### src/verilog/hsfs_map.svh
// Command codes, bit positions, cause codes and reset values of the
// fault status bank.
// Assumes inclusion by bare name from the package and the design files.
`ifndef HSFS_MAP_SVH
`define HSFS_MAP_SVH

// Command codes of the three status registers
`define HSFS_CMD_INPUT_STATUS 8'h7C
`define HSFS_CMD_TEMP_STATUS 8'h7D
`define HSFS_CMD_VENDOR_STATUS 8'h80

// Reset value of every status register and of read data
`define HSFS_STATUS_RESET 8'h00
`define HSFS_ZERO_BIT 1'h0
`define HSFS_ZERO_3 3'h0
`define HSFS_ZERO_6 6'h00

// Input status bit positions
`define HSFS_IN_OV_FAULT_BIT 7
`define HSFS_IN_OV_WARN_BIT 6
`define HSFS_IN_UV_WARN_BIT 5
`define HSFS_IN_UV_FAULT_BIT 4
`define HSFS_IN_OP_WARN_BIT 0

// Temperature status bit positions
`define HSFS_OVERTEMPERATURE_FAULT_BIT 7
`define HSFS_OT_WARN_BIT 6

// Vendor status bit positions and cause field
`define HSFS_FET_HEALTH_BIT 7
`define HSFS_UV_LIVE_BIT 6
`define HSFS_OV_LIVE_BIT 5
`define HSFS_SEVERE_OC_BIT 4
`define HSFS_INLIM_BIT 3

// Shutdown cause codes
`define HSFS_CAUSE_NONE 3'h0
`define HSFS_CAUSE_OT 3'h1
`define HSFS_CAUSE_OC 3'h2
`define HSFS_CAUSE_FET 3'h3
`define HSFS_CAUSE_UV 3'h4
`define HSFS_CAUSE_OV 3'h6

// Hot swap state codes
`define HSFS_ST_RUN 2'h0
`define HSFS_ST_FAULT_OFF 2'h1
`define HSFS_ST_CMD_OFF 2'h2

`endif

### src/verilog/hsfs_pkg.sv
// Types of the fault status bank.
// Assumes the map header is on the include path.
`default_nettype none
`include "hsfs_map.svh"

package hsfs_pkg;

  typedef enum logic [2:0] {
    CAUSE_NONE = `HSFS_CAUSE_NONE,
    CAUSE_OT = `HSFS_CAUSE_OT,
    CAUSE_OC = `HSFS_CAUSE_OC,
    CAUSE_FET = `HSFS_CAUSE_FET,
    CAUSE_UV = `HSFS_CAUSE_UV,
    CAUSE_OV = `HSFS_CAUSE_OV
  } hsfs_cause_t;

  typedef enum logic [1:0] {
    ST_RUN = `HSFS_ST_RUN,
    ST_FAULT_OFF = `HSFS_ST_FAULT_OFF,
    ST_CMD_OFF = `HSFS_ST_CMD_OFF
  } hsfs_state_t;

endpackage
`default_nettype wire

### src/verilog/hsfs_sticky.sv
// One latched status flag: set wins over clear.
// Assumes set and clear come from logic on mclk.
`timescale 1ns/10ps
`default_nettype none
`include "hsfs_map.svh"

module hsfs_sticky (
  // Clock and reset
  input wire logic mclk,
  input wire logic rstn,
  // Control
  input wire logic set,
  input wire logic clr,
  // Flag
  output logic q
);

  logic q_next;

  assign q_next = set | (q & ~clr);

  always_ff @(posedge mclk) begin
    if (!rstn) begin
      q <= `HSFS_ZERO_BIT;
    end else begin
      q <= q_next;
    end
  end

endmodule // hsfs_sticky
`default_nettype wire

### src/verilog/hsfs_sync2.sv
// Two flip-flop synchroniser for a pin level.
// Assumes the input is asynchronous to mclk.
`timescale 1ns/10ps
`default_nettype none
`include "hsfs_map.svh"

module hsfs_sync2 (
  // Clock and reset
  input wire logic mclk,
  input wire logic rstn,
  // Level
  input wire logic d,
  output logic q
);

  logic meta_reg;

  always_ff @(posedge mclk) begin
    if (!rstn) begin
      meta_reg <= `HSFS_ZERO_BIT;
      q <= `HSFS_ZERO_BIT;
    end else begin
      meta_reg <= d;
      q <= meta_reg;
    end
  end

endmodule // hsfs_sync2
`default_nettype wire

### src/verilog/hsfs_status_bank.sv
// Hot swap fault status bank: input, temperature and vendor status
// registers read by command code, with shutdown cause tracking.
// Assumes detector strobes are on mclk; comparator pins are async.
//
// Function
// - OV pin overvoltage latches input bit 7
// - Monitor overvoltage warning latches input bit 6
// - Monitor undervoltage warning latches input bit 5
// - UV pin undervoltage latches input bit 4
// - Monitor overpower warning latches input bit 0
// - Reserved input and temperature bits read zero
// - Overtemperature fault latches temperature bit 7
// - Overtemperature warning latches temperature bit 6
// - Pass transistor health latches vendor bit 7
// - Vendor bit 6 follows UV comparator live
// - Vendor bit 5 follows OV comparator live
// - Severe overcurrent latches vendor bit 4
// - Limiting latches bit 3; overcurrent after timer
// - Cause of last shutdown held until clear faults or operation off
// - Cause reads zero when command off; kept when operation on rearms
// - Cause codes: OT, OC, FET, UV, OV
// - All three registers reset to zero
// - Input summary live when any input bit
// - Vendor summary live when any vendor bit
`timescale 1ns/10ps
`default_nettype none
`include "hsfs_map.svh"

module hsfs_status_bank (
  // Clock and reset
  input wire logic mclk,
  input wire logic rstn,
  // Comparator pins, asynchronous
  input wire logic uv_cmp_pin,
  input wire logic ov_cmp_pin,
  // Power monitor detector strobes
  input wire logic ov_warn_det,
  input wire logic uv_warn_det,
  input wire logic op_warn_det,
  input wire logic overtemperature_fault_det,
  input wire logic ot_warn_det,
  // Hot swap detector strobes
  input wire logic fet_health_det,
  input wire logic severe_oc_det,
  input wire logic inlim_det,
  input wire logic timer_expired,
  // Operation command and clear faults command
  input wire logic operation_on,
  input wire logic operation_off,
  input wire logic clear_faults,
  // Register read port
  input wire logic rd_strobe,
  input wire logic [7:0] rd_cmd,
  output logic [7:0] rd_data,
  output logic rd_valid,
  output logic rd_unsupported,
  // Summary and control outputs
  output logic input_summary_flag,
  output logic vendor_summary_flag,
  output logic output_overcurrent_fault,
  output logic hot_swap_enabled
);

  ////////////////////////////////////////////////////////////////////////
  // Comparator synchronisers

  logic uv_cmp_sync;
  logic ov_cmp_sync;

  hsfs_sync2 u_uv_sync (
    .mclk(mclk),
    .rstn(rstn),
    .d(uv_cmp_pin),
    .q(uv_cmp_sync)
  );

  hsfs_sync2 u_ov_sync (
    .mclk(mclk),
    .rstn(rstn),
    .d(ov_cmp_pin),
    .q(ov_cmp_sync)
  );

  ////////////////////////////////////////////////////////////////////////
  // Input status flags

  logic input_overvoltage_fault;
  logic input_overvoltage_warning;
  logic input_undervoltage_warning;
  logic input_undervoltage_fault;
  logic input_overpower_warning;

  hsfs_sticky u_in_ov_fault (
    .mclk(mclk),
    .rstn(rstn),
    .set(ov_cmp_sync),
    .clr(clear_faults),
    .q(input_overvoltage_fault)
  );

  hsfs_sticky u_in_ov_warn (
    .mclk(mclk),
    .rstn(rstn),
    .set(ov_warn_det),
    .clr(clear_faults),
    .q(input_overvoltage_warning)
  );

  hsfs_sticky u_in_uv_warn (
    .mclk(mclk),
    .rstn(rstn),
    .set(uv_warn_det),
    .clr(clear_faults),
    .q(input_undervoltage_warning)
  );

  hsfs_sticky u_in_uv_fault (
    .mclk(mclk),
    .rstn(rstn),
    .set(uv_cmp_sync),
    .clr(clear_faults),
    .q(input_undervoltage_fault)
  );

  hsfs_sticky u_in_op_warn (
    .mclk(mclk),
    .rstn(rstn),
    .set(op_warn_det),
    .clr(clear_faults),
    .q(input_overpower_warning)
  );

  ////////////////////////////////////////////////////////////////////////
  // Temperature status flags

  logic overtemperature_fault;
  logic overtemperature_warning;

  hsfs_sticky u_overtemperature_fault (
    .mclk(mclk),
    .rstn(rstn),
    .set(overtemperature_fault_det),
    .clr(clear_faults),
    .q(overtemperature_fault)
  );

  hsfs_sticky u_ot_warn (
    .mclk(mclk),
    .rstn(rstn),
    .set(ot_warn_det),
    .clr(clear_faults),
    .q(overtemperature_warning)
  );

  ////////////////////////////////////////////////////////////////////////
  // Vendor status flags

  logic pass_transistor_health_fault;
  logic severe_overcurrent_fault;
  logic current_limiting_active_fault;

  hsfs_sticky u_fet_health (
    .mclk(mclk),
    .rstn(rstn),
    .set(fet_health_det),
    .clr(clear_faults),
    .q(pass_transistor_health_fault)
  );

  hsfs_sticky u_severe_oc (
    .mclk(mclk),
    .rstn(rstn),
    .set(severe_oc_det),
    .clr(clear_faults),
    .q(severe_overcurrent_fault)
  );

  // Set at the start of limiting, before the timer runs out
  hsfs_sticky u_inlim (
    .mclk(mclk),
    .rstn(rstn),
    .set(inlim_det),
    .clr(clear_faults),
    .q(current_limiting_active_fault)
  );

  // Output overcurrent only once the timer has expired
  hsfs_sticky u_out_oc (
    .mclk(mclk),
    .rstn(rstn),
    .set(timer_expired),
    .clr(clear_faults),
    .q(output_overcurrent_fault)
  );

  ////////////////////////////////////////////////////////////////////////
  // Shutdown cause selection, highest priority first

  logic trip_ov;
  logic trip_uv;
  logic trip_fet;
  logic trip_oc;
  logic trip_ot;
  logic trip_any;
  hsfs_pkg::hsfs_cause_t trip_cause;

  assign trip_ov = ov_cmp_sync;
  assign trip_uv = uv_cmp_sync;
  assign trip_fet = fet_health_det;
  assign trip_oc = timer_expired;
  assign trip_ot = overtemperature_fault_det;
  assign trip_any = trip_ov | trip_uv | trip_fet | trip_oc | trip_ot;

  assign trip_cause =
    trip_ov ? hsfs_pkg::CAUSE_OV :
    trip_uv ? hsfs_pkg::CAUSE_UV :
    trip_fet ? hsfs_pkg::CAUSE_FET :
    trip_oc ? hsfs_pkg::CAUSE_OC :
    trip_ot ? hsfs_pkg::CAUSE_OT :
    hsfs_pkg::CAUSE_NONE;

  ////////////////////////////////////////////////////////////////////////
  // Hot swap state and cause field

  hsfs_pkg::hsfs_state_t state_reg;
  hsfs_pkg::hsfs_state_t state_next;
  hsfs_pkg::hsfs_cause_t cause_reg;
  hsfs_pkg::hsfs_cause_t cause_next;

  always_comb begin
    state_next = state_reg;
    cause_next = cause_reg;
    case (state_reg)
      hsfs_pkg::ST_RUN: begin
        if (operation_off) begin
          state_next = hsfs_pkg::ST_CMD_OFF;
          cause_next = hsfs_pkg::CAUSE_NONE;
        end else if (trip_any) begin
          state_next = hsfs_pkg::ST_FAULT_OFF;
          cause_next = trip_cause;
        end else if (clear_faults) begin
          cause_next = hsfs_pkg::CAUSE_NONE;
        end
      end
      hsfs_pkg::ST_FAULT_OFF: begin
        if (operation_off) begin
          state_next = hsfs_pkg::ST_CMD_OFF;
          cause_next = hsfs_pkg::CAUSE_NONE;
        end else if (clear_faults) begin
          // Rearm; a fault still present trips again next cycle
          state_next = hsfs_pkg::ST_RUN;
          cause_next = hsfs_pkg::CAUSE_NONE;
        end else if (operation_on) begin
          state_next = hsfs_pkg::ST_RUN;
        end
      end
      hsfs_pkg::ST_CMD_OFF: begin
        cause_next = hsfs_pkg::CAUSE_NONE;
        if (operation_on) begin
          state_next = hsfs_pkg::ST_RUN;
        end
      end
      default: begin
        state_next = hsfs_pkg::ST_RUN;
        cause_next = hsfs_pkg::CAUSE_NONE;
      end
    endcase
  end

  always_ff @(posedge mclk) begin
    if (!rstn) begin
      state_reg <= hsfs_pkg::ST_RUN;
      cause_reg <= hsfs_pkg::CAUSE_NONE;
    end else begin
      state_reg <= state_next;
      cause_reg <= cause_next;
    end
  end

  assign hot_swap_enabled = (state_reg == hsfs_pkg::ST_RUN);

  ////////////////////////////////////////////////////////////////////////
  // Register images

  logic [7:0] input_status_byte;
  logic [7:0] temp_status_byte;
  logic [7:0] vendor_status_byte;

  assign input_status_byte = {
    input_overvoltage_fault,
    input_overvoltage_warning,
    input_undervoltage_warning,
    input_undervoltage_fault,
    `HSFS_ZERO_3,
    input_overpower_warning
  };

  assign temp_status_byte = {
    overtemperature_fault,
    overtemperature_warning,
    `HSFS_ZERO_6
  };

  assign vendor_status_byte = {
    pass_transistor_health_fault,
    uv_cmp_sync,
    ov_cmp_sync,
    severe_overcurrent_fault,
    current_limiting_active_fault,
    cause_reg
  };

  // Live summaries for the status word
  assign input_summary_flag = |input_status_byte;
  assign vendor_summary_flag = |vendor_status_byte;

  ////////////////////////////////////////////////////////////////////////
  // Read decode

  logic sel_input;
  logic sel_temp;
  logic sel_vendor;
  logic sel_hit;
  logic [7:0] rd_data_next;

  assign sel_input = (rd_cmd == `HSFS_CMD_INPUT_STATUS);
  assign sel_temp = (rd_cmd == `HSFS_CMD_TEMP_STATUS);
  assign sel_vendor = (rd_cmd == `HSFS_CMD_VENDOR_STATUS);
  assign sel_hit = sel_input | sel_temp | sel_vendor;

  assign rd_data_next =
    sel_input ? input_status_byte :
    sel_temp ? temp_status_byte :
    sel_vendor ? vendor_status_byte :
    `HSFS_STATUS_RESET;

  always_ff @(posedge mclk) begin
    if (!rstn) begin
      rd_data <= `HSFS_STATUS_RESET;
      rd_valid <= `HSFS_ZERO_BIT;
      rd_unsupported <= `HSFS_ZERO_BIT;
    end else begin
      rd_valid <= rd_strobe;
      rd_unsupported <= rd_strobe & ~sel_hit;
      if (rd_strobe) begin
        rd_data <= rd_data_next;
      end
    end
  end

endmodule // hsfs_status_bank
`default_nettype wire

### config.mk
export PLATFORM = sky130hd
export DESIGN_NAME = hsfs_status_bank
export DESIGN_NICKNAME = d
export VERILOG_FILES = /design/src/verilog/hsfs_pkg.sv /design/src/verilog/hsfs_sticky.sv /design/src/verilog/hsfs_sync2.sv /design/src/verilog/hsfs_status_bank.sv
export VERILOG_INCLUDE_DIRS = /design/src /design/src/verilog
export SDC_FILE = /design/constraint.sdc
export NUM_CORES = 1
export LEC_CHECK = 0
export BUFFER_PORTS_ARGS = -buffer_cell sky130_fd_sc_hd__buf_2
export CORE_MARGIN = 8
export CORE_UTILIZATION = 49
export CTS_BUF_LIST = sky130_fd_sc_hd__clkbuf_16
export DETAILED_ROUTE_END_ITERATION = 8
export HOLD_SLACK_MARGIN = 0.06
export PLACE_DENSITY = 0.77
export SLEW_MARGIN = 20
export SYNTH_ARGS = -nofsm -noshare
export SYNTH_HDL_FRONTEND = slang
export SYNTH_SLANG_ARGS = --single-unit
### constraint.sdc
create_clock -name mclk -period 2.3 [get_ports mclk]
set_input_delay 0.345 -clock mclk [delete_from_list [all_inputs] [get_ports mclk]]
set_output_delay 0.345 -clock mclk [all_outputs]
set_load 0.005 [all_outputs]
==> results.md, run 1 <==
- DP HPWL: about 2200 um
- Gates resized, CTS repair: 0
- Crit path kind: flop to output pin
- Internal: 0.000988 W
- Gate Count Post-Synth: roughly 140
- Commonest non-fill, non-tap cell in the layout: buf_2
- Total gr overflow: 0
- Status: completed
- Clock sinks: 30
- H-tree Lvls: 2
- Die Height: between 60 and 70 um
- Crit path launch type: flop
- Residual DRC: 0
- Inserted Diodes: 0
- Clock Latency Late Sink: 0.27 ns
- First-pass DRT Iterations: 4
- Crit. End Element: output pin
- Initial Util: 50.3%
- Worst r2r src: u_ov_sync.q
- Yosys reg bits: 30
- IR drop worst, VDD: approximately 660 uV
- Actual slew at the worst max-slew pin: 0.472 ns
- Seq pwr share: between 40% and 50%
- Clock buffer count from CTS: 5
- YS warnings: 0
- Final setup vio count: 0
- I/O pins: 39
- First-pass GRT wire length: approximately 4800 um
- CTS tree: yes
- Sw frac: 22.1%
- Commonest non-fill, non-tap cells in the layout: buf_2, dfxtp_1, nor2b_1
- Via/cell ratio: approximately 5.2
- F_max: between 0.6 and 0.7 GHz
- Avg WL per Cell: around 14 um
- Number of global-route vias before repair: 1099
- Max-Slew Margin vs Limit: 68.2%
- Tcrit/Tclk final: around 65%
- Clock share of power: between 40% and 50%
- Critical Path Start: u_ov_sync.q
- Clk slew on worst S/H paths: 0.05 ns
- CTS max path bufs: 2
- Final antenna-violating net count: 0
- Share of cells above drive strength 1: 24.7%
- DIE AREA: approximately 0.0043 sq mm
- Critical Path AT: 1.16 ns
- GP Congestion: 0.773
- Core ar.: 0.00241 sq mm
- Synth-to-Final Area Change: 28.0%
- Mapped Avg Cell Area: 8.84 sq um
- Sequential area share after synthesis: 49.6%
- Required time worst endpoint: approximately 2.0 ns
- Vias: 1079
- Root Buffer: clkbuf_16
- First DRT Iteration DRCs: slightly below 60
- Post-route setup TNS: 0 ns
- Hold buffer count at cts: 0
- CP max FO: 4
- Post-CTS Setup Bufs: 0
- Lkg Pwr: roughly 0.67 nW
- FP Rows: 18
- Hold Vio Cnt, Final: 0
- Place WS: 0.707 ns
- Mapped Nets: 162
- Finished Cell Area: 0.00155 sq mm
- Number of flip-flops in the largest register: 8
- Filler Cell Count: 212
- Switching pwr: 0.000281 W
- Hold path start: ov_cmp_pin
- Largest net degree at the start of global routing: 27
- Antenna violations before repair: 0
- Post-layout min period: 1.50 ns
- Post-synthesis cell type count: 25
- Hold WC Path Type: input pin to flop
- Gr usage total: between 10% and 20%
- Setup WS post-layout: 0.796 ns
- PD cells: 819 mW/mm^2
- Die Wd: 65.7 um
- DP Area: 0.00141 sq mm
- Final wirelength: 2930 um
- Setup Skew: just over 0.003 ns
- Unrepaired setup endpoints after global routing: no
- Combinational fraction of design power: roughly 8.5%
- Max-Cap Viols: 0
- Port Buf Inserts: 38
- Slew Viols, Final: 0
- Mapped cell area: 0.00121 sq mm
- Final net count: roughly 200
-- through the flow --
stage                     power (W)  hold WS [ns]  std cells  utilization (%)
after floorplan            0.000627         0.412        137                -
after global placement     0.000674         0.414        200             58.6
after detailed placement   0.000680         0.421        200             58.6
after CTS                   0.00128         0.270        208             64.3
after global routing        0.00132         0.268        208             64.3
final                       0.00127         0.277        208             64.3
-- critical path, stage by stage (launching register included) --
cell and delay (ns):
dfxtp_1 0.34, nor2_1 0.27, nand3_1 0.13, buf_2 0.15
-- per-layer routing --
layer | vias up | part of all wire [%] | global-route usage, % | routed length, um
met4 | 0 | 2.3 | 9.81 | 68
li1 | 554 | - | - | -
met5 | - | 0 | 0 | 0
met3 | 8 | 5.5 | 7.14 | 160
met1 | 487 | 45 | 15.4 | 1310
met2 | 30 | 47 | 22.5 | 1390
-- Yosys cell counts (all sizes together) --
| library cell | number | area share, % |
|---|---|---|
| a21boi | 3 | 1.9 |
| nand2b | 8 | 4.1 |
| nor3 | 6 | 2.5 |
| a21o | 1 | 0.62 |
| nand2 | 13 | 4.0 |
| o21a | 11 | 6.8 |
| nor2b | 14 | 7.2 |
| o21ai | 4 | 1.7 |
| o31ai | 2 | 1.2 |
| and4b | 1 | 0.83 |
| mux2i | 1 | 0.83 |
| nor4 | 3 | 1.5 |
| and2 | 4 | 2.1 |
| buf | 1 | 0.93 |
| a31oi | 4 | 2.1 |
| nand4b | 1 | 0.72 |
| a21oi | 3 | 1.2 |
| nand3 | 5 | 2.1 |
| a211oi | 1 | 0.62 |
| dfxtp | 30 | 50 |
| or4 | 1 | 0.62 |
| inv | 1 | 0.31 |
| a22oi | 2 | 1.2 |
| nor2 | 13 | 4.0 |
| clkbuf | 4 | 1.2 |
-- logic make-up after synthesis --
logic type             Yosys count  synth area share [%]
and+or+nand+nor                 69                  29.8
DFF                             30                  49.6
buffers and inverters            6                  2.48
AOI/OAI and AO/OA               31                  17.4
muxes                            1                 0.826
-- power by group through the flow --
stage	Clock, W	Sequential, W	Combinational (W)
floorplan	0	0.000568	0.0000586
global placement	0	0.000572	0.000102
detailed placement	0	0.000573	0.000107
CTS	0.000611	0.000563	0.000108
global route	0.000637	0.000565	0.000120
finish	0.000599	0.000563	0.000107
-- area by class of cell --
cell class,count,area (sq um),area share (%)
repair buffers,38,190,12.3
flip-flops and latches,30,601,38.7
well taps,30,37.5,2.42
multi-input cells,101,581,37.4
inverters,1,3.75,0.242
clock inverters,3,12.5,0.807
clock buffers,5,125,8.07
-- worst paths after layout --
check | depth (start not counted) | slack [ns] | endpoint
setup / recovery | 3 | 0.80 | vendor_summary_flag
hold / removal | 2 | 0.28 | u_ov_sync.meta_reg
setup reg to reg | 4 | 1.16 | cause_reg[1]
hold reg to reg | 1 | 0.43 | u_uv_sync.q
(Power assumes the default switching activity.)
==> run 2: changes to the inputs <==
--- a/config.mk
+++ b/config.mk
@@ -6,13 +6,14 @@
 export SDC_FILE = /design/constraint.sdc
 export NUM_CORES = 1
 export LEC_CHECK = 0
+export ABC_AREA = 1
 export BUFFER_PORTS_ARGS = -buffer_cell sky130_fd_sc_hd__buf_2
 export CORE_MARGIN = 8
-export CORE_UTILIZATION = 49
+export CORE_UTILIZATION = 45
 export CTS_BUF_LIST = sky130_fd_sc_hd__clkbuf_16
 export DETAILED_ROUTE_END_ITERATION = 8
 export HOLD_SLACK_MARGIN = 0.06
-export PLACE_DENSITY = 0.77
+export PLACE_DENSITY = 0.74
 export SLEW_MARGIN = 20
 export SYNTH_ARGS = -nofsm -noshare
 export SYNTH_HDL_FRONTEND = slang
==> constraint.sdc (replaced) <==
create_clock -name mclk -period 1.2 [get_ports mclk]
set_input_delay 0.18 -clock mclk [delete_from_list [all_inputs] [get_ports mclk]]
set_output_delay 0.18 -clock mclk [all_outputs]
set_load 0.005 [all_outputs]
==> results.md, run 2 <==
- Slew Viols, Final: 0
- Clock buffer count from CTS: 5
- Hold Path Sink: u_ov_sync.meta_reg
- CTS max path bufs: 2
- Count leader, synth: nand2_1
- Crit path kind: flop to output pin
- Final setup vio count: 1
- Vias: around 1300
- Gr usage total: 13.0%
- Avg WL per Cell: 11.3 um
- Die Height: 70.7 um
- Status: complete, but fails checks
- Mapped Avg Cell Area: 7.21 sq um
- FF-to-FF path depth: 7
- Post-route setup TNS: -0.0782 ns
- Critical R2R Capture: cause_reg[2]
- Post-Layout Cell Count: about 270
- Finished Cell Area: around 0.0017 sq mm
- Critical Path AT: 1.10 ns
- IR drop worst, VDD: 905 uV
- Area contributors post-synth: dfxtp_1, nand2_1, nor2_1
- Post-synthesis cell type count: 25
- Area leader, netlist: dfxtp_1
- Area share of the largest cell type after synthesis: 44.5%
- Residual DRC: 0
- Number of enable flip-flop cells after synthesis: 0
- Worst Hold Path Cells: 3
- Mapped cell area: 0.00135 sq mm
- Gate Count Post-Synth: 187
- Reg2reg setup slack: 0.17 ns
- Max-Cap Viols: 0
- Port Buf Inserts: 38
- PD cells: ~1400 mW/mm^2
- Tcrit/Tclk final: 107%
- Actual slew at the worst max-slew pin: 0.233 ns
- Max-Slew Margin vs Limit: 84.3%
- Commonest non-fill, non-tap cell in the layout: buf_2
- Yosys reg bits: 30
- Final antenna-violating net count: 0
- Antenna violations before repair: 0
- Share of cells above drive strength 1: 29.7%
- Top cells by count, synth: nand2_1, dfxtp_1, nor2_1, inv_1, nand3_1
- Required time worst endpoint: around 1.0 ns
- Crit. End Element: output pin
- Failing checks: setup timing
- Inserted Diodes: 0
- Final net count: 256
- Post-layout min period: between 1 and 1.5 ns
- Unrepaired setup endpoints after global routing: yes
- Clock Latency Late Sink: approximately 0.27 ns
- Largest net degree at the start of global routing: 15
- F_max: ~0.8 GHz
- Root Buffer: clkbuf_16
- Worst r2r src: u_uv_sync.q
- Hold buffer count at cts: 0
- Clk slew on worst S/H paths: 0.05 ns
- DIE AREA: 0.00500 sq mm
- Number of global-route vias before repair: 1261
- Number of flip-flops in the largest register: 8
- Final wirelength: about 3000 um
- CP max FO: 2
- Clock sinks: 30
- Filler Cell Count: about 290
- Sequential area share after synthesis: 44.5%
- Commonest non-fill, non-tap cells in the layout: buf_2, nand2_1, nor2_1, inv_1, dfxtp_1
- Hold WC Path Type: input pin to flop
- Pwr Total: around 0.0025 W
- Synth-to-Final Area Change: 28.1%
- Initial Util: 45.7%
- Hold path start: ov_cmp_pin
- First-pass DRT Iterations: 4
- Ys flop type: dfxtp_1
- CTS tree: yes
- YS warnings: 0
- Total gr overflow: 0
- DP HPWL: 2380 um
- Via/cell ratio: around 4.8
- GP Congestion: 0.857
- H-tree Lvls: 2
- FP Rows: 20
- Hold Vio Cnt, Final: 0
- Crit path launch type: flop
- DP Area: 0.00157 sq mm
- First DRT Iteration DRCs: 45
- Lkg Pwr: 0.896 nW
- I/O pins: 39
- First-pass GRT wire length: 5290 um
- Die Wd: 70.7 um
- FFs w/ async S/R, synth: 0%
- Inst Count DP: 257
- Setup Skew: about 0.0021 ns
- Mapped Nets: 212
- Core ar.: 0.00295 sq mm
- Setup WS post-layout: -0.0782 ns
-- run 2: changes by cell type after synthesis, moves of 8 or more --
cell	before	now
nand3_1	5	15
nand2_1	13	37
o21a_1	11	0
nand2b_1	8	0
nor2b_1	14	0
a21oi_1	3	14
inv_1	1	28
nor2_1	13	29
-- run 2: logic make-up after synthesis --
family          synth area share (%)
simple gates                    34.8
buf+inv                         9.93
flops                           44.5
compound gates                  10.8
-- run 2: layer usage --
| layer | track usage (%) | part of all wire, % | up-vias |
|---|---|---|---|
| met5 | 0 | 0 | - |
| met4 | 7.85 | 2.9 | 0 |
| met3 | 4.66 | 5.0 | 8 |
| met2 | 20.5 | 46 | 31 |
| met1 | 14.6 | 46 | 561 |
| li1 | - | - | 674 |
-- run 2: what timing repair did --
item | CTS | global route
pin swaps | 0 | 1
gates cloned | 0 | 0
resized for setup | 1 | 5
setup buffers | 0 | 0
setup endpoints to repair | 1 | 2
-- run 2: worst max path at each step --
stage / from / endpoint / slack, ns / cells after the start
2_1_floorplan: state_reg[0] / cause_reg[1] / 0.29 / 5
3_3_place_gp: rd_cmd[7] / rd_data[7] / 0.18 / 9
3_5_place_dp: rd_cmd[7] / rd_data[6] / 0.16 / 9
4_1_cts: u_severe_oc.q / vendor_summary_flag / -0.11 / 3
5_1_grt: cause_reg[2] / vendor_summary_flag / -0.17 / 3
6_report: cause_reg[2] / vendor_summary_flag / -0.08 / 3
-- run 2: power breakdown --
part | internal [W] | switching, W
clock network | 0.000745 | 0.000393
logic | 0.000108 | 0.000139
registers | 0.00105 | 0.0000379
-- run 2: critical path: stages (launching register included) --
cell and delay, ns:
dfxtp_2 0.32, nor4_2 0.25, nand4_1 0.12, buf_2 0.14
-- run 2: final cells by class --
class	instances	area, sq um	share of cell area [%]
timing repair buffer	40	205	11.9
clock buffer	5	125	7.24
inverter	30	113	6.52
multi-input combinational	124	626	36.2
sequential	30	606	35.0
clock inverter	3	12.5	0.724
tap	33	41.3	2.39
-- run 2: stage by stage --
stage	util [%]	hold WS, ns	setup slack [ns]
floorplan	-	0.273	0.285
global placement	53.3	0.361	0.175
detailed placement	53.3	0.378	0.157
CTS	58.0	0.0990	-0.107
global route	58.5	0.104	-0.170
finish	58.5	0.100	-0.0782
==> run 3: changes to the inputs <==
--- a/config.mk
+++ b/config.mk
@@ -8,12 +8,13 @@
 export LEC_CHECK = 0
 export ABC_AREA = 1
 export BUFFER_PORTS_ARGS = -buffer_cell sky130_fd_sc_hd__buf_2
+export CAP_MARGIN = 20
 export CORE_MARGIN = 8
-export CORE_UTILIZATION = 45
+export CORE_UTILIZATION = 49
 export CTS_BUF_LIST = sky130_fd_sc_hd__clkbuf_16
 export DETAILED_ROUTE_END_ITERATION = 8
 export HOLD_SLACK_MARGIN = 0.06
-export PLACE_DENSITY = 0.74
+export PLACE_DENSITY = 0.76
 export SLEW_MARGIN = 20
 export SYNTH_ARGS = -nofsm -noshare
 export SYNTH_HDL_FRONTEND = slang
==> constraint.sdc (replaced) <==
create_clock -name mclk -period 1.4 [get_ports mclk]
set_input_delay 0.21 -clock mclk [delete_from_list [all_inputs] [get_ports mclk]]
set_output_delay 0.21 -clock mclk [all_outputs]
set_load 0.005 [all_outputs]
==> results.md, run 3 (same netlist as run 2, synthesis figures left out) <==
- Hold Path Sink: u_uv_sync.meta_reg
- Hold WC Path Type: input pin to flop
- First-pass GRT wire length: roughly 4800 um
- Gr usage total: between 10% and 20%
- Share of cells above drive strength 1: 26.4%
- Avg WL per Cell: 11.3 um
- H-tree Lvls: 2
- Reg2reg setup slack: 0.37 ns
- Unrepaired setup endpoints after global routing: no
- Port Buf Inserts: 38
- First-pass DRT Iterations: 4
- Slew Viols, Final: 0
- Root Buffer: clkbuf_16
- Setup Skew: 0.00518 ns
- Post-route setup TNS: 0 ns
- GP Congestion: 0.943
- IR drop worst, VDD: 1010 uV
- GR Layer Usage met1: 15.1%
- Max-Cap Viols: 0
- Die Wd: 68.5 um
- Post-CTS Setup Bufs: 0
- Total gr overflow: 0
- CP max FO: 3
- Clock sinks: 30
- Critical Path AT: approximately 1.1 ns
- Final antenna-violating net count: 0
- Lkg Pwr: 0.881 nW
- Clk slew on worst S/H paths: about 0.050 ns
- Residual DRC: 0
- Final wirelength: 2960 um
- Tcrit/Tclk final: a little over nine tenths
- Hold path start: uv_cmp_pin
- I/O pins: 39
- PD cells: 1240 mW/mm^2
- Worst r2r src: u_uv_sync.q
- Crit path launch type: flop
- FP Rows: 19
- Final setup vio count: 0
- Gates resized, CTS repair: 0
- Final net count: 255
- Max-Slew Margin vs Limit: between 70% and 80%
- Actual slew at the worst max-slew pin: 0.326 ns
- Clock Latency Late Sink: 0.27 ns
- F_max: 0.752 GHz
- Met2 GRT Util: a little over a fifth
- Filler Cell Count: 270
- Via/cell ratio: 4.71
- CTS tree: yes
- Required time worst endpoint: 1.19 ns
- Crit. End Element: output pin
- Setup WS post-layout: between 0.06 and 0.07 ns
- CTS max path bufs: 2
- Commonest non-fill, non-tap cells in the layout: buf_2, nand2_1, dfxtp_1
- Antenna violations before repair: 0
- Number of global-route vias before repair: approximately 1200
- Worst Hold Path Cells: 3
- Critical R2R Capture: cause_reg[2]
- Inserted Diodes: 0
- Place WS: 0.317 ns
- Synth-to-Final Area Change: 26.1%
- DP HPWL: between 2000 and 2500 um
- First DRT Iteration DRCs: 41
- Number of flip-flops in the largest register: 8
- Crit path kind: flop to output pin
- Hold Vio Cnt, Final: 0
- Die Height: 68.5 um
- Core ar.: between 0.002 and 0.003 sq mm
- Met3 GRT Util: 5.89%
- Initial Util: 50.2%
- FF-to-FF path depth: 7
- Post-layout min period: 1.33 ns
- Commonest non-fill, non-tap cell in the layout: buf_2
- Vias: 1234
- DIE AREA: 0.00469 sq mm
- Clock buffer count from CTS: 5
- Largest net degree at the start of global routing: 19
- GRT busiest layer: met2
- Hold buffer count at cts: 0
- Status: completed
- Pwr Total: 0.00210 W
run 3: cell type report:
type	count	area [sq um]	share of cell area (%)
sequential	30	601	35.3
clock buffer	5	125	7.36
multi-input combinational	124	614	36.1
tap	31	38.8	2.28
timing repair buffer	39	198	11.6
inverter	30	113	6.62
clock inverter	3	11.3	0.662
run 3: power breakdown:
| group | switching [W] | internal, W |
|---|---|---|
| Clock | 0.000336 | 0.000636 |
| Sequential | 0.0000293 | 0.000897 |
| Combinational | 0.000118 | 0.0000887 |
| Total | 0.000483 | 0.00162 |
run 3: worst max-delay path, stage by stage, from the launching register on:
cell	delay [ns]
dfxtp_1	0.32
nor4_1	0.26
nand4_1	0.12
buf_2	0.15
run 3: how the worst max path moves through the flow:
stage,startpoint,end,slack [ns],depth (start not counted)
final,u_severe_oc.q,vendor_summary_flag,0.07,3
after global routing,u_severe_oc.q,vendor_summary_flag,0.01,3
after CTS,u_severe_oc.q,vendor_summary_flag,0.05,3
after detailed placement,rd_cmd[7],rd_data[6],0.32,9
after global placement,u_severe_oc.q,vendor_summary_flag,0.34,3
after floorplan,state_reg[0],cause_reg[1],0.49,5
run 3: through the flow:
step | hold WS [ns] | instance area [sq um] | std cells | util (%)
6_report | 0.121 | 1700 | 262 | 63.3
2_1_floorplan | 0.303 | 1350 | 187 | -
4_1_cts | 0.115 | 1700 | 262 | 63.3
5_1_grt | 0.120 | 1700 | 262 | 63.3
3_5_place_dp | 0.396 | 1560 | 254 | 58.2
3_3_place_gp | 0.389 | 1560 | 254 | 58.2
run 3: metal layers:
layer | part of all wire, % | up-vias | wire (um)
met5 | 0 | - | 0
met4 | 2.7 | 0 | 79
met3 | 6.5 | 9 | 192
met2 | 44 | 30 | 1320
met1 | 46 | 522 | 1370
li1 | - | 673 | -
